`src/inc/pfc_defs.svh`:
```
`ifndef PFC_DEFS_SVH
`define PFC_DEFS_SVH

// System clock period
`define PFC_CLK_NS 20

// Bus timing in ns
`define PFC_T_ACC_NS 70
`define PFC_T_WP_NS 70
`define PFC_T_WPH_NS 40
`define PFC_T_PROG_NS 20000

// Bus timing in clock cycles; least times round up, longest round down
`define PFC_ACC_CYC ((`PFC_T_ACC_NS + `PFC_CLK_NS - 1) / `PFC_CLK_NS)
`define PFC_WP_CYC ((`PFC_T_WP_NS + `PFC_CLK_NS - 1) / `PFC_CLK_NS)
`define PFC_WPH_CYC ((`PFC_T_WPH_NS + `PFC_CLK_NS - 1) / `PFC_CLK_NS)
`define PFC_PROG_CYC (`PFC_T_PROG_NS / `PFC_CLK_NS)

// Default erase timeout in cycles (100 ms)
`define PFC_ERASE_TO_CYC 5000000

// Erase block layout: 128-byte blocks
`define PFC_BLK_BITS 7

// Guard sequence addresses and codes
`define PFC_UNLK_A1 12'h555
`define PFC_UNLK_A2 12'h2aa
`define PFC_UNLK_D1 8'haa
`define PFC_UNLK_D2 8'h55
`define PFC_CMD_PROG 8'ha0
`define PFC_CMD_ESETUP 8'h80
`define PFC_CMD_BLK 8'h20
`define PFC_CMD_CHIP 8'h10
`define PFC_CHIP_ADDR 12'h555

// Erased byte value and verify read count
`define PFC_ERASED 8'hff
`define PFC_VERIFY_N 2

// Write cycle counts per sequence
`define PFC_PROG_LEN 4
`define PFC_ERASE_LEN 6

`endif

```
`src/inc/pfc_pkg.sv`:
```
package pfc_pkg;

  // Operations offered on the command port
  typedef enum logic [1:0] {
    PFC_OP_READ,
    PFC_OP_PROG,
    PFC_OP_BLK_ERASE,
    PFC_OP_CHIP_ERASE
  } pfc_op_e;

endpackage

```
`src/hw/pfc_flash_host.sv`:
```
`timescale 1ns/10ps
`include "pfc_defs.svh"

// Notes on behaviour
// [RULE_01] Each command write pulses the write strobe low with chip select held low.
// [RULE_02] Device latches the address on the later falling strobe edge.
// [RULE_03] Device latches data on the earlier rising strobe edge.
// [RULE_04] Reads need chip select and output gate both low; host holds both.
// [RULE_05] Device floats its data bus while chip select or output gate is high.
// [RULE_06] Chip select high deselects the device; bus activity is ignored.
// [RULE_07] Host programs single bytes, only into bytes already erased.
// [RULE_08] Program: three guard cycles, then one cycle with target address and data.
// [RULE_09] Programming starts at the fourth rising edge, ends within 20 us.
// [RULE_10] During programming reads return only the two status bits.
// [RULE_11] Commands written during programming are ignored.
// [RULE_12] The array is split into uniform 128-byte erase blocks.
// [RULE_13] Block erase: six cycles, last with block code and block address.
// [RULE_14] Sixth block erase cycle latches address falling, command rising; erase starts.
// [RULE_15] Commands during block erase are ignored.
// [RULE_16] Chip erase: six guarded cycles, last writes 10h at 555h; all ones.
// [RULE_17] Chip erase starts at the sixth rising strobe edge.
// [RULE_18] During chip erase writes are ignored and reads give status only.
// [RULE_19] Bit 7 is inverted-data status, bit 6 alternating status, from start edge.
// [RULE_20] On doubtful status re-read twice; both valid means done, else rejected.
// [RULE_21] Bit 7 reads inverted data while programming, zero while erasing.
// [RULE_22] Bit 6 flips every read while busy and stops once finished.
// [RULE_23] A bad cycle in a guard sequence returns the device to array read.
// [RULE_24] After an operation ends the device reads the array again.
module pfc_flash_host #(
  parameter int AW = 18,
  parameter int ERASE_TO_CYC = `PFC_ERASE_TO_CYC
) (
  // Clock and reset
  input wire logic clk_sys,
  input wire logic srst,
  // Command port
  input wire logic cmd_valid,
  output logic cmd_ready,
  input wire pfc_pkg::pfc_op_e cmd_op,
  input wire logic [AW-1:0] cmd_addr,
  input wire logic [7:0] cmd_data,
  // Answer port
  output logic rsp_valid,
  output logic rsp_ok,
  output logic [7:0] rsp_data,
  // Flash pins
  output logic flash_ce_n,
  output logic flash_oe_n,
  output logic flash_we_n,
  output logic [AW-1:0] flash_addr,
  input wire logic [7:0] flash_dq_i,
  output logic [7:0] flash_dq_o,
  output logic flash_dq_oe
);
  import pfc_pkg::*;

  localparam logic [7:0] RD_END = 8'(`PFC_ACC_CYC + 4);
  localparam logic [7:0] WP_END = 8'(`PFC_WP_CYC);
  localparam logic [7:0] WR_END = 8'(`PFC_WP_CYC + `PFC_WPH_CYC);

  generate
    if (AW < 12 || AW > 31 || ERASE_TO_CYC < 1) begin : g_bad_param
      $error("pfc_flash_host: AW must be 12..31, ERASE_TO_CYC positive");
    end
  endgenerate

  typedef enum logic [2:0] {
    S_IDLE,
    S_RD,
    S_WR,
    S_POLL,
    S_VER
  } pfc_state_e;

  // Address and data of one write cycle of a guarded sequence
  function automatic logic [AW+7:0] seq_cycle(pfc_op_e op, logic [2:0] idx,
                                              logic [AW-1:0] a, logic [7:0] d);
    logic [AW-1:0] u1;
    logic [AW-1:0] u2;
    logic [AW-1:0] blk;
    u1 = AW'(`PFC_UNLK_A1);
    u2 = AW'(`PFC_UNLK_A2);
    blk = {a[AW-1:`PFC_BLK_BITS], {`PFC_BLK_BITS{1'b0}}};
    unique case (idx)
      3'h0, 3'h3: seq_cycle = (op == PFC_OP_PROG) ? {a, d} : {u1, 8'(`PFC_UNLK_D1)};
      3'h1, 3'h4: seq_cycle = {u2, 8'(`PFC_UNLK_D2)};
      3'h2: seq_cycle = (op == PFC_OP_PROG) ? {u1, 8'(`PFC_CMD_PROG)}
                                            : {u1, 8'(`PFC_CMD_ESETUP)};
      // [RULE_13] [RULE_16] last erase cycle
      default: seq_cycle = (op == PFC_OP_BLK_ERASE) ? {blk, 8'(`PFC_CMD_BLK)}
                          : {AW'(`PFC_CHIP_ADDR), 8'(`PFC_CMD_CHIP)};
    endcase
    if (idx == 3'h0 || idx == 3'h1) begin
      seq_cycle = (idx == 3'h0) ? {u1, 8'(`PFC_UNLK_D1)} : {u2, 8'(`PFC_UNLK_D2)};
    end
  endfunction

  logic [7:0] dq_s;

  pfc_sync #(.W(8)) u_dq_sync (
    .clk_sys(clk_sys),
    .srst(srst),
    .d(flash_dq_i),
    .q(dq_s)
  );

  pfc_state_e state_q, state_d;
  pfc_op_e op_q, op_d;
  logic [AW-1:0] addr_q, addr_d, fa_q, fa_d;
  logic [7:0] data_q, data_d, dqo_q, dqo_d, rd_q, rd_d;
  logic [7:0] cnt_q, cnt_d;
  logic [2:0] idx_q, idx_d;
  logic [1:0] vcnt_q, vcnt_d;
  logic [31:0] tmr_q, tmr_d;
  logic ce_n_q, ce_n_d, oe_n_q, oe_n_d, we_n_q, we_n_d, dqoe_q, dqoe_d;
  logic prev6_q, prev6_d, prev_v_q, prev_v_d;
  logic rsp_v_q, rsp_v_d, rsp_ok_q, rsp_ok_d;
  logic rd_state, rd_done, wr_done, last_cyc;
  logic [7:0] expect_v;
  logic [31:0] limit;

  always_comb begin
    rd_state = (state_q == S_RD) || (state_q == S_POLL) || (state_q == S_VER);
    rd_done = rd_state && (cnt_q == RD_END);
    wr_done = (state_q == S_WR) && (cnt_q == WR_END);
    last_cyc = (op_q == PFC_OP_PROG) ? (idx_q == 3'(`PFC_PROG_LEN - 1))
                                     : (idx_q == 3'(`PFC_ERASE_LEN - 1));
    // Completed program reads true data, completed erase reads all ones
    expect_v = (op_q == PFC_OP_PROG) ? data_q : 8'(`PFC_ERASED);
    limit = (op_q == PFC_OP_PROG) ? 32'(`PFC_PROG_CYC) : 32'(ERASE_TO_CYC);

    state_d = state_q;
    op_d = op_q;
    addr_d = addr_q;
    data_d = data_q;
    fa_d = fa_q;
    dqo_d = dqo_q;
    rd_d = rd_q;
    cnt_d = cnt_q + 8'h01;
    idx_d = idx_q;
    vcnt_d = vcnt_q;
    tmr_d = tmr_q;
    prev6_d = prev6_q;
    prev_v_d = prev_v_q;
    rsp_v_d = 1'b0;
    rsp_ok_d = rsp_ok_q;
    ce_n_d = 1'b1;
    oe_n_d = 1'b1;
    we_n_d = 1'b1;
    dqoe_d = 1'b0;

    // [RULE_04] reads with both low
    if (rd_state) begin
      fa_d = addr_q;
      ce_n_d = (cnt_q == 8'h00) || (cnt_q == RD_END);
      oe_n_d = ce_n_d;
    end

    // [RULE_01] strobe with select low
    if (state_q == S_WR) begin
      {fa_d, dqo_d} = seq_cycle(op_q, idx_q, addr_q, data_q);
      dqoe_d = 1'b1;
      ce_n_d = (cnt_q == 8'h00) || (cnt_q > WP_END);
      we_n_d = ce_n_d;
    end

    unique case (state_q)
      S_IDLE: begin
        cnt_d = 8'h00;
        if (cmd_valid) begin
          op_d = cmd_op;
          addr_d = cmd_addr;
          data_d = cmd_data;
          idx_d = 3'h0;
          vcnt_d = 2'h0;
          // [RULE_07] program only checked bytes
          state_d = (cmd_op == PFC_OP_READ || cmd_op == PFC_OP_PROG) ? S_RD : S_WR;
        end
      end
      S_RD: begin
        if (rd_done) begin
          rd_d = dq_s;
          cnt_d = 8'h00;
          if (op_q == PFC_OP_READ) begin
            rsp_v_d = 1'b1;
            rsp_ok_d = 1'b1;
            state_d = S_IDLE;
          end else if (dq_s == 8'(`PFC_ERASED)) begin
            state_d = S_WR;
          end else begin
            rsp_v_d = 1'b1;
            rsp_ok_d = 1'b0;
            state_d = S_IDLE;
          end
        end
      end
      S_WR: begin
        if (wr_done) begin
          cnt_d = 8'h00;
          // [RULE_08] four-cycle program sequence
          if (last_cyc) begin
            state_d = S_POLL;
            tmr_d = 32'h0;
            prev_v_d = 1'b0;
          end else begin
            idx_d = idx_q + 3'h1;
          end
        end
      end
      S_POLL: begin
        tmr_d = tmr_q + 32'h1;
        if (rd_done) begin
          rd_d = dq_s;
          cnt_d = 8'h00;
          prev6_d = dq_s[6];
          prev_v_d = 1'b1;
          // Done once bit 6 stops flipping and bit 7 shows the final value
          if (prev_v_q && dq_s[6] == prev6_q && dq_s[7] == expect_v[7]) begin
            state_d = S_VER;
            vcnt_d = 2'h0;
          end else if (tmr_q >= limit) begin
            rsp_v_d = 1'b1;
            rsp_ok_d = 1'b0;
            state_d = S_IDLE;
          end
        end
      end
      S_VER: begin
        // [RULE_20] two confirming reads
        if (rd_done) begin
          rd_d = dq_s;
          cnt_d = 8'h00;
          vcnt_d = vcnt_q + 2'h1;
          if (dq_s != expect_v) begin
            rsp_v_d = 1'b1;
            rsp_ok_d = 1'b0;
            state_d = S_IDLE;
          end else if (vcnt_q == 2'(`PFC_VERIFY_N - 1)) begin
            rsp_v_d = 1'b1;
            rsp_ok_d = 1'b1;
            state_d = S_IDLE;
          end
        end
      end
      default: begin
        state_d = S_IDLE;
      end
    endcase
  end

  always_ff @(posedge clk_sys) begin
    if (srst) begin
      state_q <= S_IDLE;
      op_q <= PFC_OP_READ;
      addr_q <= '0;
      data_q <= 8'h00;
      fa_q <= '0;
      dqo_q <= 8'h00;
      rd_q <= 8'h00;
      cnt_q <= 8'h00;
      idx_q <= 3'h0;
      vcnt_q <= 2'h0;
      tmr_q <= 32'h0;
      prev6_q <= 1'b0;
      prev_v_q <= 1'b0;
      rsp_v_q <= 1'b0;
      rsp_ok_q <= 1'b0;
      ce_n_q <= 1'b1;
      oe_n_q <= 1'b1;
      we_n_q <= 1'b1;
      dqoe_q <= 1'b0;
    end else begin
      state_q <= state_d;
      op_q <= op_d;
      addr_q <= addr_d;
      data_q <= data_d;
      fa_q <= fa_d;
      dqo_q <= dqo_d;
      rd_q <= rd_d;
      cnt_q <= cnt_d;
      idx_q <= idx_d;
      vcnt_q <= vcnt_d;
      tmr_q <= tmr_d;
      prev6_q <= prev6_d;
      prev_v_q <= prev_v_d;
      rsp_v_q <= rsp_v_d;
      rsp_ok_q <= rsp_ok_d;
      ce_n_q <= ce_n_d;
      oe_n_q <= oe_n_d;
      we_n_q <= we_n_d;
      dqoe_q <= dqoe_d;
    end
  end

  assign cmd_ready = (state_q == S_IDLE);
  assign rsp_valid = rsp_v_q;
  assign rsp_ok = rsp_ok_q;
  assign rsp_data = rd_q;
  assign flash_ce_n = ce_n_q;
  assign flash_oe_n = oe_n_q;
  assign flash_we_n = we_n_q;
  assign flash_addr = fa_q;
  assign flash_dq_o = dqo_q;
  assign flash_dq_oe = dqoe_q;

  // Helper counters: write pulses and verify reads per command
  logic [3:0] pulses_q, pulses_d;
  logic [1:0] vreads_q, vreads_d;

  always_comb begin
    pulses_d = pulses_q;
    vreads_d = vreads_q;
    if (cmd_valid && cmd_ready) begin
      pulses_d = 4'h0;
      vreads_d = 2'h0;
    end else begin
      if (we_n_q && !we_n_d) begin
        pulses_d = pulses_q + 4'h1;
      end
      if (state_q == S_VER && rd_done) begin
        vreads_d = vreads_q + 2'h1;
      end
    end
  end

  always_ff @(posedge clk_sys) begin
    if (srst) begin
      pulses_q <= 4'h0;
      vreads_q <= 2'h0;
    end else begin
      pulses_q <= pulses_d;
      vreads_q <= vreads_d;
    end
  end

  chk_we_with_ce: assert property ( // [RULE_01]
    @(posedge clk_sys) disable iff (srst) !flash_we_n |-> !flash_ce_n && flash_oe_n)
    else $error("write strobe low without chip select");

  chk_read_gates: assert property ( // [RULE_04]
    @(posedge clk_sys) disable iff (srst)
    rd_done |-> !flash_ce_n && !flash_oe_n && !flash_dq_oe && $past(!flash_oe_n, 2))
    else $error("read sampled without both gates low");

  chk_prog_erased: assert property ( // [RULE_07]
    @(posedge clk_sys) disable iff (srst)
    (state_q == S_RD && rd_done && op_q == PFC_OP_PROG && dq_s != 8'hff) |=> state_q == S_IDLE
    ##0 rsp_valid && !rsp_ok && pulses_q == 4'h0)
    else $error("program attempted on unerased byte");

  chk_prog_len: assert property ( // [RULE_08]
    @(posedge clk_sys) disable iff (srst)
    (wr_done && last_cyc && op_q == PFC_OP_PROG) |-> pulses_q == 4'h4
    ##1 (state_q == S_POLL && flash_addr == addr_q))
    else $error("program sequence not four cycles");

  chk_blk_last: assert property ( // [RULE_13]
    @(posedge clk_sys) disable iff (srst)
    ($fell(flash_we_n) && op_q == PFC_OP_BLK_ERASE && pulses_q == 4'h6)
    |-> flash_dq_o == 8'h20 && flash_addr[6:0] == 7'h00
    && flash_addr[AW-1:7] == addr_q[AW-1:7])
    else $error("block erase last cycle wrong");

  chk_chip_last: assert property ( // [RULE_16]
    @(posedge clk_sys) disable iff (srst)
    ($fell(flash_we_n) && op_q == PFC_OP_CHIP_ERASE && pulses_q == 4'h6)
    |-> flash_dq_o == 8'h10 && flash_addr == AW'(12'h555))
    else $error("chip erase last cycle wrong");

  chk_verify_two: assert property ( // [RULE_20]
    @(posedge clk_sys) disable iff (srst)
    (rsp_valid && rsp_ok && op_q != PFC_OP_READ) |-> vreads_q == 2'h2
    && rsp_data == ((op_q == PFC_OP_PROG) ? data_q : 8'hff))
    else $error("write reported done without two good reads");

endmodule // pfc_flash_host

```
`src/hw/pfc_sync.sv`:
```
`timescale 1ns/10ps

module pfc_sync #(
  parameter int W = 8
) (
  // Clock and reset
  input wire logic clk_sys,
  input wire logic srst,
  // Asynchronous input and synchronised output
  input wire logic [W-1:0] d,
  output logic [W-1:0] q
);

  logic [W-1:0] s1_q;
  logic [W-1:0] s1_d;
  logic [W-1:0] s2_q;
  logic [W-1:0] s2_d;

  always_comb begin
    s1_d = d;
    s2_d = s1_q;
  end

  always_ff @(posedge clk_sys) begin
    if (srst) begin
      s1_q <= '0;
      s2_q <= '0;
    end else begin
      s1_q <= s1_d;
      s2_q <= s2_d;
    end
  end

  assign q = s2_q;

endmodule // pfc_sync

```
`config.mk`:
```
export PLATFORM = sky130hd
export DESIGN_NAME = pfc_flash_host
export DESIGN_NICKNAME = d
export VERILOG_FILES = /design/src/inc/pfc_pkg.sv /design/src/hw/pfc_flash_host.sv /design/src/hw/pfc_sync.sv
export VERILOG_INCLUDE_DIRS = /design/src /design/src/inc
export SDC_FILE = /design/constraint.sdc
export NUM_CORES = 1
export LEC_CHECK = 0
export ABC_AREA = 1
export BUFFER_PORTS_ARGS = -buffer_cell sky130_fd_sc_hd__buf_2
export CAP_MARGIN = 20
export CORE_MARGIN = 1.5
export CORE_UTILIZATION = 50
export CTS_CLUSTER_DIAMETER = 150
export DETAILED_ROUTE_END_ITERATION = 10
export GPL_ROUTABILITY_DRIVEN = 0
export PLACE_DENSITY = 0.76
export SLEW_MARGIN = 10
export SYNTH_ARGS = -nofsm -noshare
export SYNTH_HDL_FRONTEND = slang
export SYNTH_SLANG_ARGS = --single-unit
export TNS_END_PERCENT = 10
```
`constraint.sdc`:
```
create_clock -name clk_sys -period 2.1 [get_ports clk_sys]
set_input_delay 0.315 -clock clk_sys [delete_from_list [all_inputs] [get_ports clk_sys]]
set_output_delay 0.315 -clock clk_sys [all_outputs]
set_load 0.02 [all_outputs]
```
# After elaboration in Yosys (flattened, before gate mapping)

Index checks and enable logic that the tools add are counted.

Input bits: 39
Register bits after elaboration: 134

Magnitude comparators: 2
$add $sub $neg: 4
Bitwise logic cells: 1
Reduce and logical (&&, ||, !) cells: 33
Equality and inequality tests: 32
Muxes and demuxes: 67

Operators with widths:

| kind                                                                             | number |
|---|---|
| 26-bit 2-to-1 mux                                                                | 3 |
| 26-bit one-hot mux with 3 select lines                                           | 1 |
| 32-bit 2-to-1 mux                                                                | 2 |
| 32-bit one-hot mux with 2 select lines                                           | 1 |
| 3-bit 2-to-1 mux                                                                 | 13 |
| 18-bit 2-to-1 mux                                                                | 2 |
| 32-bit by 1-bit adder with 32-bit output (second input constant)                 | 1 |
| 32-bit by 23-bit >= comparator with 1-bit output                                 | 1 |
| 1-bit 2-to-1 mux                                                                 | 25 |
| 8-bit 2-to-1 mux                                                                 | 3 |
| 8-bit one-hot mux with 3 select lines                                            | 1 |
| 23-bit 2-to-1 mux                                                                | 1 |
| 19-bit 2-to-1 mux                                                                | 1 |
| 2-bit != test (second input constant)                                            | 8 |
| 8-bit AND reduction                                                              | 2 |
| 3-bit one-hot mux with 5 select lines                                            | 1 |
| 2-bit 2-to-1 mux                                                                 | 7 |
| 3-bit by 2-bit == test with 1-bit output (second input constant)                 | 4 |
| 3-bit == test (second input constant)                                            | 3 |
| 8-bit by 1-bit adder with 8-bit output (second input constant)                   | 1 |
| 8-bit by 3-bit == test with 1-bit output (second input constant)                 | 1 |
| 8-bit by 4-bit == test with 1-bit output (second input constant)                 | 1 |
| 8-bit == test (second input constant)                                            | 1 |
| 8-bit by 3-bit greater-than comparator with 1-bit output (second input constant) | 1 |
| other kinds (29)                                                                 | 54 |

# Logic depth before layout (Yosys ltp)

Gate-level depths: netlist (run 1).

Word-level depth: 7
Gate-level depth with buffers: 15

# Modules after synthesis

Synthesis (run 1) repeated with hierarchy kept, for this count alone.

Cells, all modules: 959
Area total of the unflattened synthesis: 6672.6 µm²

Modules (own cells, without submodules):

| module         | area an instance (µm²) | seq. area each (µm²) | cells an instance | instances |
|---|---|---|---|---|
| pfc_flash_host | 6198.4                 | 2362.3               | 909               | 1 |
| pfc_sync       | 474.2                  | 320.3                | 50                | 1 |

# Worst setup path before layout (run 1)

OpenSTA, ideal clock, no wires.

Path type: reg2reg
Start point: reg op_q[1]
End point: reg rsp_ok_q, in the netlist rsp_ok
Arrival time: 1.654 ns
Period minus slack after synthesis: 1.769 ns
Slack: 0.331 ns
Library setup time: 0.115 ns
Required time: 1.985 ns
Stages on the path, launching flop included: 15
Path through: dfxtp_1 inv_2 nand2_4 buf_6 ha_1 nand2_1 a21oi_1 nor2_1 nand2_1 nand3_1 nand2_1 nand2_1 nand3_1 a21oi_1 nor2_1

Cells in the longest elaborated chain, start to end: 6
Elaborated cells on any way between the ends: 18
Classes of those cells: order compare (1); eq/ne (7); mux (7); reduce/logical (3)

Ends and longest elaborated chain:

| element                                                                                                  | line                  | RTL |
|---|---|---|
| start: declaration                                                                                       | pfc_flash_host.sv:108 | `pfc_op_e op_q, op_d;` |
| start signal: assignment                                                                                 | pfc_flash_host.sv:274 | `op_q <= op_d;` |
| parallel branches: the longest is 6 deep, another holds 32-bit by 23-bit >= comparator with 1-bit output | --                    |  |
| end signal: assignment                                                                                   | pfc_flash_host.sv:287 | `rsp_ok_q <= rsp_ok_d;` |
| end: declaration                                                                                         | pfc_flash_host.sv:117 | `logic rsp_v_q, rsp_v_d, rsp_ok_q, rsp_ok_d;` |

Several ways; the timed one is not identified. The select of a mux whose other input is x is not followed.
A chain may end at the register's enable or synchronous reset.

# Final worst setup path (run 1)

Start point: reg state_q[0]
End point: out cmd_ready

Cells in the longest elaborated chain, start to end: 1

Ends and longest elaborated chain:

| element                  | line                  | RTL |
|---|---|---|
| start: declaration       | pfc_flash_host.sv:107 | `pfc_state_e state_q, state_d;` |
| start signal: assignment | pfc_flash_host.sv:273 | `state_q <= state_d;` |
| 3-bit logical NOT        | pfc_flash_host.sv:295 | `assign cmd_ready = (state_q == S_IDLE);` |
| end: declaration         | pfc_flash_host.sv:38  | `output logic cmd_ready,` |

No other way between the ends.

==> results.py, run 1 <==
metrics = {
    "place": {
        "pre_cts_ws_ns": 0.0544,
        "dpl.cell_count": 1188,
        "postPlaceCellArea_um2": 7250,
        "place_hpwl_um": 11800,
        "port_buffers": 79,
    },
    "die": {
        "dieArea_um2": 13900,
        "die_w_um": 118,
        "io_pins": 80,
        "start_util": 0.518,
        "dieHeight_um": 118,
        "core_um2": 12800,
        "rows": 41,
    },
    "detailed_routing": {
        "drt_wl_total_um": 16500,
        "drt_first_iter_violations": 420,
        "num_vias": 6466,
        "routedWlPerCell_um": 13.5,
        "via_per_inst": 5.29,
        "drc": 0,
        "dr.pass1.iters": 7,
        "ant_nets": 0,
    },
    "timing": {
        "rsz0062_at_grt": "yes",
        "finalCritPeriodShare": 0.941,
        "report.final.setup_viol": 0,
        "fmax_ghz": 0.506,
        "clock-skew-final_ns": 0.00657,
        "fin_crit_ns": 1.98,
        "slew_violations": 0,
        "fin_hold_ws_ns": 0.0919,
        "tightest_slew_ns": 0.484,
        "setup-tns-final_ns": 0,
        "hold_viol": 0,
        "timing.final.ws_setup_ns": 0.124,
        "relSlewSlack": 0.678,
    },
    "power_and_ir_drop": {
        "leakagePower_nw": 3.26,
        "clock_power_share": 0.348,
        "p_sw_mw": 3.11,
        "seqPwrFrac": 0.373,
        "p_comb_frac": 0.278,
        "total_power_mw": 8.49,
        "power_density_nw_per_um2": 1070,
        "swShare": 0.366,
        "peakVddDrop_mv": 0.802,
        "intPower_mw": 5.38,
    },
    "worst_setup_path": {
        "crit_type": "reg -> out",
        "arrival_ns": 1.66,
        "cp.required_ns": 1.78,
        "crit_path_start_kind": "flop",
        "worst-path-max-fanout": 15,
        "crit_path_end_kind": "output port",
    },
    "layout": {
        "stdcell_count": 1222,
        "fill_cells": 1152,
        "syn_to_final_growth_pct": 19.8,
        "final_core_util": 0.621,
        "n_antenna_cell": 0,
        "drive_gt1_frac": 0.194,
        "nNetsFinal": 1089,
        "fin_area_um2": 7930,
    },
    "clock_network": {
        "clock_sinks": 134,
        "clk_pin_slew_worst_paths_ns": 0.06,
        "ctsHtreeMaxLevel": 4,
        "clk_latency_ns": 0.42,
        "numCtsBuffers": 17,
        "tritoncts": "yes",
        "cts_root_buf": "clkbuf_16",
        "clock_path_buffers": 2,
    },
    "global_routing": {
        "grt_max_degree": 43,
        "grt_use_total": 0.244,
        "grt_pass1_wl_um": 27900,
        "antenna_found_initial": 0,
        "overflow": 0,
        "grt_pass1_vias": 6055,
    },
    "worst_hold_path": {
        "min_path_type": "in -> reg",
    },
    "logic_synthesis": {
        "synth.net_count": 996,
        "ys.flop_type": "dfxtp_1",
        "syn_area_per_cell_um2": 7.01,
        "async_reset_ff_frac": 0,
        "synth_edf_count": 0,
        "synth.distinct_cells": 47,
        "syn_area_um2": 6620,
        "postSynthCellCount": 944,
        "yosysSeqAreaShare": 0.405,
        "ys.warnings.count": 0,
        "yosys_register_bits": 134,
    },
    "run": {
        "cap_viol_max_count": 0,
    },
    "outcome": {
        "status": "completed",
    },
}
## per-layer routing
layer / wire (um) / track usage / up-vias
met5: 0 / 0 / -
met4: 359 / 0.0976 / 0
met2: 7610 / 0.385 / 210
li1: - / - / 3298
met3: 1050 / 0.0606 / 34
met1: 7470 / 0.319 / 2924
## sequential cells by signal (all words and copies together) (netlist names), 2 cells and up
register and cells:
tmr_q 32, addr_q 18, flash_addr 18, cnt_q 8
data_q 8, flash_dq_o 8, rsp_data 8, u_dq_sync.q 8
u_dq_sync.s1_q 8, idx_q 3, state_q 3, op_q 2
vcnt_q 2
## cell type report
| class | count | area [um2] | share of cell area |
|---|---|---|---|
| Clock inverter | 15 | 164 | 0.0207 |
| Sequential cell | 134 | 2690 | 0.339 |
| Multi-Input combinational cell | 666 | 3410 | 0.430 |
| Inverter | 113 | 429 | 0.0541 |
| Tap cell | 172 | 215 | 0.0271 |
| Timing Repair Buffer | 105 | 603 | 0.0760 |
| Clock buffer | 17 | 425 | 0.0536 |
## cell usage after synthesis, types with 3 or more instances
library cell	number	area, um2
nand2_1	183	687
dfxtp_1	134	2680
nor2_1	117	439
inv_1	100	375
a21oi_1	88	440
nand3_1	76	380
o21ai_0	63	315
clkbuf_1	17	63.8
nor3_1	17	85.1
a31oi_1	15	93.8
ha_1	13	163
nand4_1	13	81.3
inv_2	12	45.0
nor2_2	8	50.1
or2_2	8	50.1
buf_2	6	30.0
buf_6	5	56.3
nor2_4	5	56.3
o21ai_2	5	43.8
xor2_1	5	43.8
a21oi_2	4	35.0
nand3_2	4	40.0
nand3b_1	4	30.0
a211oi_1	3	22.5
a221oi_1	3	26.3
o211ai_1	3	22.5
o21ai_1	3	15.0
xnor2_1	3	26.3
## path summary, 6_finish.rpt
check                                                    end                          from  slack, ns  cells after the start
worst max-delay path                               cmd_ready       state_q[0]$_SDFFE_PP0P_       0.12                      5
worst min-delay path            u_dq_sync.s1_q[0]$_SDFF_PP0_                 flash_dq_i[0]       0.09                      3
worst max register to register   flash_addr[14]$_SDFFE_PP0P_         idx_q[1]$_SDFFE_PP0P_       0.14                     12
worst min register to register     u_dq_sync.q[3]$_SDFF_PP0_  u_dq_sync.s1_q[3]$_SDFF_PP0_       0.40                      2
## placed cells by master, fill, tap and decap left out, types with 4 or more instances in the layout
cell type	count
inv_6	5
nor2_4	6
ha_1	13
a21oi_2	4
or2_2	8
dfxtp_2	4
nand3b_1	4
a31oi_1	15
clkinv_4	4
a21oi_1	88
buf_4	25
dfxtp_1	130
nor2_2	12
nand2_1	183
nand3_2	6
nor3_1	16
o21ai_0	62
nand3_1	74
inv_1	100
nor2_1	112
o21ai_2	5
inv_2	10
clkbuf_16	17
o21ai_1	4
buf_2	79
xor2_1	4
nand4_1	13
## timing repair
item                       CTS  global route
setup endpoints to repair    0            31
setup buffers                0             2
resized for setup            0            20
hold buffers                 0             0
## logic make-up after synthesis
logic type               Yosys count  synth area share
adder cells (fa/ha/maj)           13            0.0246
AO/OA/AOI/OAI                    197             0.167
flip-flops                       134             0.405
buffers and inverters            144            0.0896
XOR/XNOR                           8            0.0106
AND/OR/NAND/NOR                  448             0.303
## power groups by stage
| stage | combinational [mW] | clock, mW | sequential (mW) |
|---|---|---|---|
| after detailed placement | 2.29 | 0 | 3.19 |
| after CTS | 2.30 | 2.98 | 3.15 |
| after global routing | 2.63 | 3.12 | 3.21 |
| final | 2.36 | 2.96 | 3.17 |
| after floorplan | 1.39 | 0 | 3.40 |
| after global placement | 2.24 | 0 | 3.20 |
## critical path, cell delays in order, from the launching register on
cell and delay (ns):
dfxtp_1 0.37, nor2_1 0.18, inv_2 0.10, nor2_4 0.16
buf_4 0.24, buf_2 0.20
No activity file was read; power rests on OpenSTA's default activity.
==> run 2: changes to the inputs <==
- ABC_AREA: 1 -> not set
- CORE_UTILIZATION: 50 -> 45
- PLACE_DENSITY: 0.76 -> 0.71
==> run 2 against run 1 <==
  * The flow now finishes with violations (setup timing)
  * Total power fell by 7.4%
  * Register-to-register slack got worse by 0.19 ns
  * Design area up 7.8%
  * Critical path depth grew 5
==> results.py, run 2 <==
metrics = {
    "outcome": {
        "status": "complete, but fails checks",
        "violations": "setup timing",
    },
    "logic_synthesis": {
        "synthAdderAreaFrac": 0.0276,
        "synthTopCellsByArea": "dfxtp_1 43%, nand2_1 7.1%, a21oi_1 5.5%",
        "synth.net_count": 820,
        "postSynthCellCount": 768,
        "yosys.area.top_type_share": 0.429,
        "synthTopCellsByCount": "134 x dfxtp_1, 118 x nand2_1, 84 x nor2_1",
        "ys.flop_type": "dfxtp_1",
        "yosys_register_bits": 134,
        "synthMuxAreaShare": 0.0260,
        "synth.distinct_cells": 69,
        "synth_area_leader_cell": "dfxtp_1",
        "synth_edf_count": 0,
        "yosysMostFrequentCell": "dfxtp_1",
        "synthSimpleGateAreaFrac": 0.267,
        "synth_top_family_by_area": "simple AND/OR/NAND/NOR gates",
        "syn_area_per_cell_um2": 8.14,
        "synthXorXnorAreaFrac": 0.0350,
        "async_reset_ff_frac": 0,
        "synth-compound-area-share": 0.173,
        "ys.warnings.count": 0,
        "syn_area_um2": 6250,
        "yosysSeqAreaShare": 0.429,
    },
    "power_and_ir_drop": {
        "seqPwrFrac": 0.381,
        "clock_power_share": 0.360,
        "leakagePower_nw": 3.34,
        "peakVddDrop_mv": 0.653,
        "p_comb_frac": 0.259,
        "p_sw_mw": 2.66,
        "power_density_nw_per_um2": 919,
        "swShare": 0.338,
        "intPower_mw": 5.20,
    },
    "worst_setup_path": {
        "crit_type": "reg -> reg",
        "crit_path_start_kind": "flop",
        "arrival_ns": 2.50,
        "crit_path_end_kind": "flop",
        "slowest_stage": "a221o_1",
        "cpPeakStageDelay_ns": 0.37,
        "worst-path-max-fanout": 5,
        "worstRegToRegCells": 10,
        "crit_chain": "nor2b_4, inv_4, ha_4, and3_4, o31ai_2, a221o_1, a41oi_4, buf_6, o31ai_4, a211oi_2",
        "cp.required_ns": 2.45,
    },
    "detailed_routing": {
        "via_per_inst": 5.46,
        "drt_first_iter_violations": 405,
        "drc": 0,
        "ant_nets": 0,
        "routedWlPerCell_um": 15.1,
        "drt_wl_total_um": 16900,
        "num_vias": 6094,
        "dr.pass1.iters": 5,
    },
    "global_routing": {
        "grt_use_total": 0.224,
        "grt_pass1_vias": 5546,
        "grt_max_degree": 57,
        "overflow": 0,
        "antenna_found_initial": 0,
        "grt_pass1_wl_um": 26100,
    },
    "timing": {
        "timing.final.ws_setup_ns": -0.0486,
        "report.final.setup_viol": 12,
        "finalCritPeriodShare": 1.02,
        "relSlewSlack": 0.411,
        "hold_viol": 0,
        "tightest_slew_ns": 0.881,
        "clock-skew-final_ns": 0.00779,
        "slew_violations": 0,
        "rsz0062_at_grt": "yes",
        "fmax_ghz": 0.465,
        "fin_crit_ns": 2.15,
    },
    "layout": {
        "final_cell_mix": "127 x dfxtp_1, 117 x nand2_1, 91 x buf_4",
        "syn_to_final_growth_pct": 36.7,
        "stdcell_count": 1116,
        "final_common_cell": "dfxtp_1",
        "n_antenna_cell": 0,
        "fill_cells": 1108,
        "multiInputGateArea_um2": 3760,
        "regMostFlops": "tmr_q",
        "nNetsFinal": 979,
        "drive_gt1_frac": 0.321,
        "largest_register_ffs": 32,
        "regArea_um2": 2700,
    },
    "worst_hold_path": {
        "min_path_type": "in -> reg",
        "holdPathStages": 2,
    },
    "clock_network": {
        "ctsHtreeMaxLevel": 4,
        "tritoncts": "yes",
        "cts_root_buf": "clkbuf_16",
        "numCtsBuffers": 17,
        "clock_sinks": 134,
        "clk_latency_ns": 0.43,
        "clk_pin_slew_worst_paths_ns": 0.06,
        "ctsHoldBuffers": 0,
        "clock_path_buffers": 2,
    },
    "run": {
        "cap_viol_max_count": 0,
    },
    "die": {
        "dieArea_um2": 14600,
        "io_pins": 80,
        "dieHeight_um": 121,
        "core_um2": 13400,
        "rows": 42,
        "start_util": 0.467,
        "die_w_um": 121,
    },
    "place": {
        "pre_cts_ws_ns": -0.144,
        "dpl.cell_count": 1072,
        "place_hpwl_um": 11100,
        "port_buffers": 79,
    },
}
-- run 2: per-stage QoR --
| step | power [mW] | hold WS (ns) | setup TNS, ns | area, um2 | util |
|---|---|---|---|---|---|
| floorplan | 4.14 | 0.414 | -2.35 | 6290 | - |
| global placement | 4.81 | 0.418 | -0.996 | 7420 | 0.554 |
| detailed placement | 4.82 | 0.420 | -1.72 | 7420 | 0.554 |
| CTS | 7.71 | 0.0723 | -0.221 | 8090 | 0.604 |
| global route | 8.22 | 0.0869 | -2.34 | 8550 | 0.638 |
| finish | 7.86 | 0.0906 | -0.359 | 8550 | 0.638 |
-- run 2: path summary, 6_finish.rpt --
| path | to | slack (ns) | from |
|---|---|---|---|
| worst max-delay path | rsp_valid$_SDFF_PP0_ | -0.05 | op_q[0]$_SDFFE_PP0P_ |
| worst min-delay path | u_dq_sync.s1_q[1]$_SDFF_PP0_ | 0.09 | flash_dq_i[1] |
| worst max register to register | rsp_valid$_SDFF_PP0_ | -0.05 | op_q[0]$_SDFFE_PP0P_ |
| worst min register to register | u_dq_sync.q[6]$_SDFF_PP0_ | 0.44 | u_dq_sync.s1_q[6]$_SDFF_PP0_ |
-- run 2: power by group through the flow --
stage	clock network, mW	logic [mW]	registers [mW]
6_report	2.83	2.04	2.99
3_5_place_dp	0	1.79	3.03
2_1_floorplan	0	1.02	3.12
4_1_cts	2.88	1.86	2.98
5_1_grt	2.98	2.21	3.03
3_3_place_gp	0	1.78	3.03
-- run 2: repair_timing --
action                     in CTS  in global routing
setup endpoints to repair      34                 47
setup buffers                   3                  9
resized for setup              18                 80
pin swaps                       8                 34
-- run 2: cells by family (layout without fill, tap and decap cells) --
logic type,Yosys count,after routing
and+or+nand+nor,336,336
AOI/OAI and AO/OA,179,179
DFF,134,134
buffers and inverters,64,236
xor gates and xnor gates,25,25
muxes,16,16
adders and majority gates,14,14
-- run 2: critical path: cells and delay by family (launching register included) --
kind / cells / cell delay (ns)
and+or+nand+nor: 2 / 0.35
DFF: 1 / 0.33
AOI/OAI and AO/OA: 5 / 0.91
buffers and inverters: 2 / 0.22
adders and majority gates: 1 / 0.26
-- run 2: area by class of cell --
type | count | area share
multi-input combinational | 570 | 0.440
tap | 176 | 0.0258
timing repair buffer | 181 | 0.143
inverter | 23 | 0.0104
clock inverter | 15 | 0.0157
clock buffer | 17 | 0.0498
sequential | 134 | 0.316
-- run 2: routing by layer --
| metal | global-route usage | vias up | share of wire |
|---|---|---|---|
| met5 | 0 | - | 0 |
| met4 | 0.0846 | 0 | 0.022 |
| met3 | 0.0522 | 38 | 0.057 |
| met2 | 0.348 | 209 | 0.48 |
| met1 | 0.303 | 2825 | 0.44 |
| li1 | - | 3022 | - |
